`src/spi_host_pkg.sv`:
```
`default_nettype none

package spi_host_pkg;

  // command byte layout
  localparam logic [7:0] CMD_REG_READ = 8'h80;
  localparam logic [7:0] CMD_REG_WRITE = 8'hC0;
  localparam logic [7:0] CMD_FB_READ = 8'h20;
  localparam logic [7:0] CMD_FB_WRITE = 8'h60;
  localparam logic [7:0] CMD_SRAM_READ = 8'h00;
  localparam logic [7:0] CMD_SRAM_WRITE = 8'h40;
  localparam logic [7:0] REG_ADDR_MASK = 8'h3F;

  // device register map
  localparam logic [5:0] PHY_MISC_CONTROL_ADDR = 6'h04;
  localparam int STATUS_SEL_LSB = 2;
  localparam int STATUS_SEL_MSB = 3;
  localparam logic [7:0] STATUS_PREFIX_RESET = 8'h00;

  // frame and sram limits
  localparam logic [7:0] FRAME_LEN_MAX = 8'h7F;
  localparam int FB_READ_OVERHEAD = 5;
  localparam int FB_WRITE_OVERHEAD = 2;
  localparam logic [7:0] SRAM_FB_LAST = 8'h7F;
  localparam logic [7:0] SRAM_AES_FIRST = 8'h82;
  localparam logic [7:0] SRAM_AES_LAST = 8'h94;
  localparam int BUF_DEPTH = 128;

  // serial clock timing
  localparam int CORE_CLK_MHZ_X10 = 1000;
  localparam int SCLK_MAX_SYNC_MHZ_X10 = 80;
  localparam int SCLK_MAX_ASYNC_MHZ_X10 = 75;
  localparam int SCLK_HALF_SYNC = (CORE_CLK_MHZ_X10 + 2 * SCLK_MAX_SYNC_MHZ_X10 - 1) / (2 * SCLK_MAX_SYNC_MHZ_X10);
  localparam int SCLK_HALF_ASYNC = (CORE_CLK_MHZ_X10 + 2 * SCLK_MAX_ASYNC_MHZ_X10 - 1) / (2 * SCLK_MAX_ASYNC_MHZ_X10);
  localparam logic [3:0] SCLK_HALF_SYNC_CNT = 4'(SCLK_HALF_SYNC);
  localparam logic [3:0] SCLK_HALF_ASYNC_CNT = 4'(SCLK_HALF_ASYNC);
  localparam logic [2:0] BITS_PER_BYTE_M1 = 3'h7;

  // software register offsets
  localparam logic [3:0] SW_CTRL = 4'h0;
  localparam logic [3:0] SW_CMD = 4'h1;
  localparam logic [3:0] SW_ADDR = 4'h2;
  localparam logic [3:0] SW_LEN = 4'h3;
  localparam logic [3:0] SW_STATUS = 4'h4;
  localparam logic [3:0] SW_PREFIX = 4'h5;
  localparam logic [3:0] SW_BUF = 4'h6;
  localparam logic [3:0] SW_BUF_PTR = 4'h7;
  localparam logic [3:0] SW_RDATA = 4'h8;

  // control register bits
  localparam int CTRL_GO = 0;
  localparam int CTRL_SYNC = 1;

  typedef enum logic [2:0] {
    ACC_REG_READ, ACC_REG_WRITE, ACC_FB_READ, ACC_FB_WRITE, ACC_SRAM_READ, ACC_SRAM_WRITE
  } access_t;

  // one software order
  typedef struct packed {
    access_t access;
    logic [7:0] addr;
    logic [7:0] len;
    logic sync_mode;
  } order_t;

  // pins towards the device
  typedef struct packed {
    logic sel_n;
    logic sclk;
    logic mosi;
  } spi_pins_t;

endpackage : spi_host_pkg

`default_nettype wire

```
`src/spi_byte_shifter.sv`:
```
`timescale 1ns/100ps
`default_nettype none

module spi_byte_shifter (
  input wire logic i_core_clk,
  input wire logic i_rst_n,
  input wire logic i_start,
  input wire logic [7:0] i_tx_byte,
  input wire logic [3:0] i_half_cnt,
  input wire logic i_miso,
  output logic o_sclk,
  output logic o_mosi,
  output logic o_done,
  output logic [7:0] o_rx_byte
);
  import spi_host_pkg::*;

  logic busy_reg;
  logic [3:0] tick_reg;
  logic [2:0] bit_reg;
  logic [7:0] tx_reg;
  logic [7:0] rx_reg;
  logic miso_s1_reg, miso_s2_reg, miso_s3_reg;
  logic miso_filt_reg;
  logic half_end;

  assign half_end = busy_reg && (tick_reg == i_half_cnt - 4'h1);

  // three-stage capture of the device data line; a change counts once stages two and three agree
  always_ff @(posedge i_core_clk) begin
    if (!i_rst_n) begin
      miso_s1_reg <= 1'b0;
      miso_s2_reg <= 1'b0;
      miso_s3_reg <= 1'b0;
      miso_filt_reg <= 1'b0;
    end else begin
      miso_s1_reg <= i_miso;
      miso_s2_reg <= miso_s1_reg;
      miso_s3_reg <= miso_s2_reg;
      if (miso_s2_reg == miso_s3_reg) begin
        miso_filt_reg <= miso_s3_reg;
      end
    end
  end

  // half-period timer
  always_ff @(posedge i_core_clk) begin
    if (!i_rst_n || !busy_reg || half_end) begin
      tick_reg <= 4'h0;
    end else begin
      tick_reg <= tick_reg + 4'h1;
    end
  end

  // mode 0 shifting, msb first, eight clocks per byte
  always_ff @(posedge i_core_clk) begin
    if (!i_rst_n) begin
      busy_reg <= 1'b0;
      o_sclk <= 1'b0;
      o_mosi <= 1'b0;
      bit_reg <= 3'h0;
      tx_reg <= 8'h00;
      rx_reg <= 8'h00;
      o_done <= 1'b0;
      o_rx_byte <= 8'h00;
    end else begin
      o_done <= 1'b0;
      if (i_start && !busy_reg) begin
        busy_reg <= 1'b1;
        bit_reg <= BITS_PER_BYTE_M1;
        tx_reg <= {i_tx_byte[6:0], 1'b0};
        o_mosi <= i_tx_byte[7];
      end else if (half_end && !o_sclk) begin
        o_sclk <= 1'b1;
        rx_reg <= {rx_reg[6:0], miso_filt_reg};
      end else if (half_end) begin
        o_sclk <= 1'b0;
        if (bit_reg == 3'h0) begin
          busy_reg <= 1'b0;
          o_done <= 1'b1;
          o_rx_byte <= rx_reg;
        end else begin
          bit_reg <= bit_reg - 3'h1;
          o_mosi <= tx_reg[7];
          tx_reg <= {tx_reg[6:0], 1'b0};
        end
      end
    end
  end

endmodule : spi_byte_shifter

`default_nettype wire

```
`src/spi_host_ctrl.sv`:
```
// What this block does
// - sclk stays at or under 8 MHz when synchronous to the device clock.
// - sclk stays at or under 7.5 MHz in asynchronous mode.
// - select low starts a transfer; eight clocks per byte, full duplex.
// - bytes go msb first; select returns high to end a transaction.
// - no device pull-up, so the line needs an outside defined level.
// - don't-care bytes sent as valid levels; returned don't-cares ignored.
// - register access is two bytes, then select goes high.
// - frame write sends the length second, then the payload.
// - length at most 127; read 5+len, write 2+len bytes; only frame writes are checked against 127, a frame read length is not.
// - sram read is 000, write 010; second byte is start address.
// - sram 0x00-0x7F is frame buffer, 0x82-0x94 cipher; stay in range; refused only if the start is 0x80-0x81 or the end passes 0x94.
//
// Our own choice: the strobed register port.
`timescale 1ns/100ps
`default_nettype none

module spi_host_ctrl (
  input wire logic i_core_clk,
  input wire logic i_rst_n,
  input wire logic [3:0] i_addr,
  input wire logic [7:0] i_wdata,
  input wire logic i_wr,
  input wire logic i_rd,
  output logic [7:0] o_rdata,
  output spi_host_pkg::spi_pins_t o_spi,
  input wire logic i_miso,
  output logic o_busy
);
  import spi_host_pkg::*;

  ////////////////////////////////////////////////////////////////////////////
  // software registers

  typedef enum {
    ST_IDLE, ST_SEL, ST_SHIFT, ST_WAIT, ST_DESEL
  } state_t;

  state_t state_reg;
  order_t order_reg;
  logic sync_reg;
  logic error_reg;
  logic done_reg;
  logic [7:0] prefix_reg;
  logic [7:0] rdata_reg;
  logic [7:0] buf_mem [BUF_DEPTH];
  logic [6:0] sw_ptr_reg;
  logic [6:0] link_ptr_reg;
  logic [7:0] byte_idx_reg;
  logic [7:0] total_reg;
  logic [7:0] tx_byte;
  logic [7:0] rx_byte;
  logic shift_start, shift_done, sclk, mosi;
  logic go;
  logic bad_order;
  logic [8:0] total_next;
  logic is_read;
  logic [7:0] header_len;

  assign go = i_wr && (i_addr == SW_CTRL) && i_wdata[CTRL_GO] && (state_reg == ST_IDLE);

  // order checks: length limit and sram range
  always_comb begin
    bad_order = 1'b0;
    if ((order_reg.access == ACC_FB_WRITE) && (order_reg.len > FRAME_LEN_MAX)) begin
      bad_order = 1'b1;
    end
    if ((order_reg.access == ACC_SRAM_READ) || (order_reg.access == ACC_SRAM_WRITE)) begin
      if ((order_reg.addr > SRAM_FB_LAST) && (order_reg.addr < SRAM_AES_FIRST)) begin
        bad_order = 1'b1;
      end
      if ({1'b0, order_reg.addr} + {1'b0, order_reg.len} > {1'b0, SRAM_AES_LAST} + 9'h001) begin
        bad_order = 1'b1;
      end
    end
  end

  // transaction length in bytes
  always_comb begin
    unique case (order_reg.access)
      ACC_REG_READ, ACC_REG_WRITE: total_next = 9'd2;
      ACC_FB_READ: total_next = 9'(FB_READ_OVERHEAD) + {1'b0, order_reg.len};
      ACC_FB_WRITE: total_next = 9'(FB_WRITE_OVERHEAD) + {1'b0, order_reg.len};
      ACC_SRAM_READ, ACC_SRAM_WRITE: total_next = 9'd2 + {1'b0, order_reg.len};
      default: total_next = 9'd2; // unused command codes
    endcase
  end

  // order fields written by software
  always_ff @(posedge i_core_clk) begin
    if (!i_rst_n) begin
      order_reg <= '{access: ACC_REG_READ, addr: 8'h00, len: 8'h00, sync_mode: 1'b0};
      sync_reg <= 1'b0;
    end else if (i_wr && (state_reg == ST_IDLE)) begin
      unique case (i_addr)
        SW_CMD: order_reg.access <= access_t'(i_wdata[2:0]);
        SW_ADDR: order_reg.addr <= i_wdata;
        SW_LEN: order_reg.len <= i_wdata;
        SW_CTRL: sync_reg <= i_wdata[CTRL_SYNC];
        default: ;
      endcase
    end
  end

  ////////////////////////////////////////////////////////////////////////////
  // buffer shared by software and link

  always_ff @(posedge i_core_clk) begin
    if (i_wr && (i_addr == SW_BUF) && (state_reg == ST_IDLE)) begin
      buf_mem[sw_ptr_reg] <= i_wdata;
    end else if (shift_done && (byte_idx_reg >= header_len) && is_read) begin
      buf_mem[link_ptr_reg] <= rx_byte;
    end
  end

  // software pointer, auto-increment on buffer access
  always_ff @(posedge i_core_clk) begin
    if (!i_rst_n) begin
      sw_ptr_reg <= 7'h00;
    end else if (i_wr && (i_addr == SW_BUF_PTR)) begin
      sw_ptr_reg <= i_wdata[6:0];
    end else if ((i_wr || i_rd) && (i_addr == SW_BUF)) begin
      sw_ptr_reg <= sw_ptr_reg + 7'h01;
    end
  end

  // read data one cycle after strobe
  always_ff @(posedge i_core_clk) begin
    if (!i_rst_n) begin
      rdata_reg <= 8'h00;
    end else if (i_rd) begin
      unique case (i_addr)
        SW_CTRL: rdata_reg <= {6'h00, sync_reg, 1'b0};
        SW_CMD: rdata_reg <= {5'h00, order_reg.access};
        SW_ADDR: rdata_reg <= order_reg.addr;
        SW_LEN: rdata_reg <= order_reg.len;
        SW_STATUS: rdata_reg <= {5'h00, error_reg, done_reg, o_busy};
        SW_PREFIX: rdata_reg <= prefix_reg;
        SW_BUF: rdata_reg <= buf_mem[sw_ptr_reg];
        SW_BUF_PTR: rdata_reg <= {1'b0, sw_ptr_reg};
        default: rdata_reg <= 8'h00;
      endcase
    end
  end
  assign o_rdata = rdata_reg;

  ////////////////////////////////////////////////////////////////////////////
  // link sequencer

  assign is_read = (order_reg.access == ACC_REG_READ) || (order_reg.access == ACC_FB_READ)
    || (order_reg.access == ACC_SRAM_READ);
  assign header_len = ((order_reg.access == ACC_SRAM_READ) || (order_reg.access == ACC_SRAM_WRITE)) ? 8'h02 : 8'h01;

  // byte to send: command, address, data or filler
  always_comb begin
    tx_byte = 8'h00;
    if (byte_idx_reg == 8'h00) begin
      unique case (order_reg.access)
        ACC_REG_READ: tx_byte = CMD_REG_READ | (order_reg.addr & REG_ADDR_MASK);
        ACC_REG_WRITE: tx_byte = CMD_REG_WRITE | (order_reg.addr & REG_ADDR_MASK);
        ACC_FB_READ: tx_byte = CMD_FB_READ;
        ACC_FB_WRITE: tx_byte = CMD_FB_WRITE;
        ACC_SRAM_READ: tx_byte = CMD_SRAM_READ;
        ACC_SRAM_WRITE: tx_byte = CMD_SRAM_WRITE;
      endcase
    end else if ((byte_idx_reg == 8'h01) && (header_len == 8'h02)) begin
      tx_byte = order_reg.addr;
    end else if ((byte_idx_reg == 8'h01) && (order_reg.access == ACC_FB_WRITE)) begin
      tx_byte = order_reg.len;
    end else if (!is_read) begin
      tx_byte = buf_mem[link_ptr_reg];
    end
  end

  // state and counters
  always_ff @(posedge i_core_clk) begin
    if (!i_rst_n) begin
      state_reg <= ST_IDLE;
      byte_idx_reg <= 8'h00;
      total_reg <= 8'h00;
      link_ptr_reg <= 7'h00;
      o_spi <= '{sel_n: 1'b1, sclk: 1'b0, mosi: 1'b0};
      done_reg <= 1'b0;
      error_reg <= 1'b0;
      prefix_reg <= STATUS_PREFIX_RESET;
    end else begin
      o_spi.sclk <= sclk;
      o_spi.mosi <= mosi;
      if (i_rd && (i_addr == SW_STATUS)) begin
        done_reg <= 1'b0;
        error_reg <= 1'b0;
      end
      unique case (state_reg)
        ST_IDLE: begin
          if (go && bad_order) begin
            error_reg <= 1'b1;
          end else if (go) begin
            state_reg <= ST_SEL;
            byte_idx_reg <= 8'h00;
            link_ptr_reg <= 7'h00;
            total_reg <= total_next[7:0];
            o_spi.sel_n <= 1'b0;
          end
        end
        ST_SEL: state_reg <= ST_SHIFT;
        ST_SHIFT: state_reg <= ST_WAIT;
        ST_WAIT: begin
          if (shift_done) begin
            if (byte_idx_reg == 8'h00) begin
              prefix_reg <= rx_byte;
            end
            // the length byte of a frame write comes from the order, not the buffer
            if ((byte_idx_reg >= header_len)
                && !((order_reg.access == ACC_FB_WRITE) && (byte_idx_reg == 8'h01))) begin
              link_ptr_reg <= link_ptr_reg + 7'h01;
            end
            if (byte_idx_reg == total_reg - 8'h01) begin
              state_reg <= ST_DESEL;
            end else begin
              state_reg <= ST_SHIFT;
            end
            byte_idx_reg <= byte_idx_reg + 8'h01;
          end
        end
        ST_DESEL: begin
          o_spi.sel_n <= 1'b1;
          done_reg <= 1'b1;
          state_reg <= ST_IDLE;
        end
      endcase
    end
  end

  assign shift_start = (state_reg == ST_SHIFT);
  assign o_busy = (state_reg != ST_IDLE);

  // byte engine; half period picks the mode limit
  spi_byte_shifter u_shift (
    .i_core_clk(i_core_clk),
    .i_rst_n(i_rst_n),
    .i_start(shift_start),
    .i_tx_byte(tx_byte),
    .i_half_cnt(sync_reg ? SCLK_HALF_SYNC_CNT : SCLK_HALF_ASYNC_CNT),
    .i_miso(i_miso),
    .o_sclk(sclk),
    .o_mosi(mosi),
    .o_done(shift_done),
    .o_rx_byte(rx_byte)
  );

  ////////////////////////////////////////////////////////////////////////////
  // checks

  logic [3:0] hi_cnt_reg;
  always_ff @(posedge i_core_clk) begin
    if (!i_rst_n || !o_spi.sclk) begin
      hi_cnt_reg <= 4'h0;
    end else if (hi_cnt_reg != 4'hF) begin
      hi_cnt_reg <= hi_cnt_reg + 4'h1;
    end
  end

  a_sclk_rate: assert property (@(posedge i_core_clk) disable iff (!i_rst_n)
    $fell(o_spi.sclk) |-> $past(hi_cnt_reg) >= SCLK_HALF_ASYNC_CNT - 4'h1 - 4'h1)
    else $error("serial clock high phase too short");
  a_sclk_idle: assert property (@(posedge i_core_clk) disable iff (!i_rst_n)
    o_spi.sel_n |-> !o_spi.sclk)
    else $error("serial clock toggles while deselected");
  a_sel_release: assert property (@(posedge i_core_clk) disable iff (!i_rst_n)
    (state_reg == ST_DESEL) |=> o_spi.sel_n && done_reg)
    else $error("select not released at end");
  a_sel_low_busy: assert property (@(posedge i_core_clk) disable iff (!i_rst_n)
    (state_reg == ST_SHIFT) |-> !o_spi.sel_n)
    else $error("shifting with select high");
  a_mosi_stable: assert property (@(posedge i_core_clk) disable iff (!i_rst_n)
    $rose(o_spi.sclk) |=> $stable(o_spi.mosi))
    else $error("mosi moved after rising sclk");
  a_reg_two: assert property (@(posedge i_core_clk) disable iff (!i_rst_n)
    ($rose(o_busy) && (order_reg.access == ACC_REG_WRITE)) |-> total_reg == 8'h02)
    else $error("register access not two bytes");
  a_cmd_regbit: assert property (@(posedge i_core_clk) disable iff (!i_rst_n)
    (shift_start && byte_idx_reg == 8'h00 && order_reg.access == ACC_REG_READ) |-> tx_byte[7:6] == 2'b10)
    else $error("register read command wrong");
  a_fb_len: assert property (@(posedge i_core_clk) disable iff (!i_rst_n)
    (o_busy && order_reg.access == ACC_FB_WRITE) |-> order_reg.len <= FRAME_LEN_MAX)
    else $error("frame length over limit");

  // select stays low from the first byte to the release
  a_sel_held: assert property (@(posedge i_core_clk) disable iff (!i_rst_n)
    ((state_reg == ST_SHIFT) || (state_reg == ST_WAIT) || (state_reg == ST_DESEL)) |-> !o_spi.sel_n)
    else $error("select released inside a transaction");

  // every byte of the order went out before release
  a_byte_total: assert property (@(posedge i_core_clk) disable iff (!i_rst_n)
    (state_reg == ST_DESEL) |-> byte_idx_reg == total_reg)
    else $error("byte count wrong at release");

  // frame write carries its length as the second byte
  a_fb_len_byte: assert property (@(posedge i_core_clk) disable iff (!i_rst_n)
    (shift_start && byte_idx_reg == 8'h01 && order_reg.access == ACC_FB_WRITE) |-> tx_byte == order_reg.len)
    else $error("frame length byte wrong");

  // sram write carries its start address as the second byte
  a_sram_addr: assert property (@(posedge i_core_clk) disable iff (!i_rst_n)
    (shift_start && byte_idx_reg == 8'h01 && order_reg.access == ACC_SRAM_WRITE) |-> tx_byte == order_reg.addr)
    else $error("sram address byte wrong");

  // a refused order raises error and never selects the device
  a_refuse_quiet: assert property (@(posedge i_core_clk) disable iff (!i_rst_n)
    (go && bad_order) |=> (state_reg == ST_IDLE) && error_reg && o_spi.sel_n)
    else $error("refused order started traffic");

  // command byte of a frame read has the frame pattern on top
  a_fb_cmd: assert property (@(posedge i_core_clk) disable iff (!i_rst_n)
    (shift_start && byte_idx_reg == 8'h00 && order_reg.access == ACC_FB_READ) |-> tx_byte[7:5] == 3'h1)
    else $error("frame read command wrong");

  // filler bytes of a read are driven low, not left floating
  a_read_fill: assert property (@(posedge i_core_clk) disable iff (!i_rst_n)
    (shift_start && byte_idx_reg >= header_len && is_read) |-> tx_byte == 8'h00)
    else $error("read filler byte not driven low");

  // serial clock is low whenever a byte starts
  a_sclk_start: assert property (@(posedge i_core_clk) disable iff (!i_rst_n)
    shift_start |-> !sclk)
    else $error("byte started with sclk high");


  c_reg_read: cover property (@(posedge i_core_clk) (state_reg == ST_DESEL) && (order_reg.access == ACC_REG_READ));
  c_fb_write: cover property (@(posedge i_core_clk) (state_reg == ST_DESEL) && (order_reg.access == ACC_FB_WRITE));
  c_sram_read: cover property (@(posedge i_core_clk) (state_reg == ST_DESEL) && (order_reg.access == ACC_SRAM_READ));
  c_refused: cover property (@(posedge i_core_clk) go && bad_order);
  c_sync_run: cover property (@(posedge i_core_clk) (state_reg == ST_DESEL) && sync_reg);

endmodule : spi_host_ctrl

`default_nettype wire

```
`config.mk`:
```
export PLATFORM = sky130hd
export DESIGN_NAME = spi_host_ctrl
export DESIGN_NICKNAME = d
export VERILOG_FILES = /design/src/spi_host_pkg.sv /design/src/spi_byte_shifter.sv /design/src/spi_host_ctrl.sv
export SDC_FILE = /design/constraint.sdc
export NUM_CORES = 2
export LEC_CHECK = 0
export ABC_AREA = 0
export BUFFER_PORTS_ARGS = -buffer_cell sky130_fd_sc_hd__buf_4
export CORE_MARGIN = 4
export CORE_UTILIZATION = 45
export CTS_CLUSTER_DIAMETER = 120
export DETAILED_ROUTE_END_ITERATION = 8
export PLACE_DENSITY = 0.57
export SYNTH_ARGS = -nofsm -noshare
export SYNTH_HDL_FRONTEND = slang
export SYNTH_HIERARCHICAL = 1
export SYNTH_SLANG_ARGS = --single-unit
```
`constraint.sdc`:
```
create_clock -name i_core_clk -period 11.6 [get_ports i_core_clk]
set_input_delay 1.74 -clock i_core_clk [delete_from_list [all_inputs] [get_ports i_core_clk]]
set_output_delay 1.74 -clock i_core_clk [all_outputs]
set_load 0.05 [all_outputs]
```
==> flow_summary.toml <==
[layout]
largest_reg_flops = 1024
antenna_cells = 0
fillers = 9683
final_cell_mix = "edfxtp_1, mux4_2, nor2_1"
nNetsFinal = 3260
syn_to_final_growth_pct = 10.5
final_common_cell = "edfxtp_1"
drive_above_1_share = 0.267
final_area_sq_um = 60700
utilization = 0.503

[clocking]
worstSkewPairLatency_ps = 740
cts_root_buf = "clkbuf_16"
post-cts-setup-buffers = 0
cts-htree-levels = 3
postCtsHoldBufs = 0
cts_buffers = 121
post_cts_resized = 0
path_clk_slew_ps = 70
cts_sinks = 1150
cts_tree = "yes"
clock_path_buffers = 3

[routing]
vias = 33700
final_antenna_net_count = 0
vias_per_cell = 6.83
totalWireLength_microns = 174000
post_drt_wl_per_cell_microns = 35.2
route.detailed.drc = 0
drt_iter0_drc = 4521
dr.pass1.iters = 8

[outcome]
status = "finished clean"

[power]
peakVddDrop_mv = 0.121
switchingPower_w = 0.00194
clkPwrFrac = 0.453
leakage_nw = 17.9
switching_share = 0.218
power_w = 0.00888
intPower_w = 0.00694
seqPwrFrac = 0.509
p_comb_frac = 0.038
powerDensity_nw_per_um2 = 146

[place]
dp_hpwl_microns = 115000
place_congestion = 0.958
place_ws_ps = 5740
place_area_sq_um = 56600
portBuffers = 28

[synthesis]
yosysTopAreaCell = "edfxtp_1"
ys_seq_area_frac = 0.606
synth_area_leaders = "edfxtp_1, mux4_2, dfxtp_1"
synth_cell_types = 88
synth_top_cell_area_share = 0.560
yosysWarnings = 6
synth-seq-cells = 1150
syn_area_per_cell_sq_um = 16.9
synth_edf_count = 1024
synth_area_sq_um = 54900
synth_flop_cell = "edfxtp_1"
synthArstFlopShare = 0
synthCells = 3249

[worst_setup_path]
crit_fanout = 27
path_class = "reg -> reg"
worst_ep_arrival_time_ps = 6260
required_ps = 11950
crit_path_end_kind = "flop"
start_kind = "flop"

[sta]
skew_ps = 36.4
max_clock_freq_mhz = 169
period_share = 0.509
setup_ws_ps = 5690
finalSetupTns_ps = 0
finalSetupViolCount = 0
min_period_ps = 5910
rsz0062_at_grt = "no"
hold_viol_final = 0
slew_violations = 0
slew_headroom = 0.120
worst_pin_slew_ps = 1310

[global_routing]
grt_pass1_wl_microns = 250000
grt_pass1_vias = 33500
antenna_found_initial = 4
grt.total_usage = 0.273
globalRoute.totalOverflow = 0
grt_max_degree = 143

[run]
drv_cap = 0

[floorplanning]
io_pins = 29
die_x_microns = 357
core.rowCount = 127
design.core.area_sq_um = 121000
die_y_microns = 357
dieArea_sq_um = 128000
initial_core_util = 0.456

[min_path]
hold_class = "reg -> reg"
[power by group through the flow]
stage / clock, W / combinational, W / sequential, W
2_1_floorplan: 0 / 0.000204 / 0.00460
3_3_place_gp: 0 / 0.000329 / 0.00461
3_5_place_dp: 0 / 0.000333 / 0.00461
4_1_cts: 0.00407 / 0.000333 / 0.00452
5_1_grt: 0.00424 / 0.000350 / 0.00452
6_report: 0.00402 / 0.000334 / 0.00452
[critical path, stage by stage, from the launching register on]
cell	delay [ps]
dfxtp_1	640
nor2b_1	410
inv_1	230
ha_1	330
nand2b_1	160
a2111oi_4	90
or4b_4	540
nor2_8	590
mux2_2	420
nand3_2	780
nor3_1	1290
[per-stage QoR]
stage          hold slack (ps)  cells
6_report                   434   4936
2_1_floorplan              412   3255
3_3_place_gp               430   4707
3_5_place_dp               420   4707
5_1_grt                    488   4936
4_1_cts                    436   4935
[logic make-up after synthesis]
family / count (synthesis) / synth area share
AO/OA/AOI/OAI: 448 / 0.0567
XOR/XNOR: 28 / 0.00487
adder cells (fa/ha/maj): 24 / 0.00560
buffers and inverters: 277 / 0.0237
flip-flops: 1150 / 0.606
multiplexers: 642 / 0.241
other: 2 / 0.000137
AND/OR/NAND/NOR: 678 / 0.0625
[final cells by class]
cell class / count / area [sq um] / share of cell area
clock inverter: 86 / 945 / 0.0156
timing repair buffer: 89 / 734 / 0.0121
sequential: 1150 / 33300 / 0.548
multi-input combinational: 1828 / 20500 / 0.337
clock buffer: 142 / 3150 / 0.0519
inverter: 29 / 109 / 0.00179
tap: 1612 / 2020 / 0.0332
[synthesized netlist by cell type (all sizes together), types with 11 or more instances]
| library cell | instances |
|---|---|
| edfxtp | 1024 |
| a221oi | 18 |
| a31oi | 32 |
| and2 | 14 |
| nor3 | 53 |
| o211ai | 12 |
| mux2i | 87 |
| inv | 29 |
| nor2 | 173 |
| mux2 | 18 |
| xnor2 | 17 |
| a22oi | 140 |
| nor2b | 51 |
| mux4 | 537 |
| a21oi | 70 |
| ha | 23 |
| a311oi | 12 |
| dfxtp | 126 |
| o22ai | 14 |
| or2 | 11 |
| nand2 | 153 |
| and3 | 25 |
| nor4 | 19 |
| buf | 114 |
| a211oi | 42 |
| nand4 | 28 |
| o21ai | 60 |
| clkbuf | 134 |
| nand2b | 23 |
| nand3 | 89 |
[per-layer routing]
metal,global-route usage,wire (microns),up-vias
met5,0,51,-
met4,0.107,7930,8
met3,0.0654,17900,420
met2,0.430,81900,2078
met1,0.370,66200,17700
li1,-,-,13500
[final timing paths]
check                      start                  end  slack, ps  cells after the start
max reg2reg        order_reg[19]        buf_mem[9][1]       5690                     10
min          u_shift/miso_s1_reg  u_shift/miso_s2_reg        430                      1
max                order_reg[19]        buf_mem[9][1]       5690                     10
min reg2reg  u_shift/miso_s1_reg  u_shift/miso_s2_reg        430                      1
No activity file was read; power rests on OpenSTA's default activity.
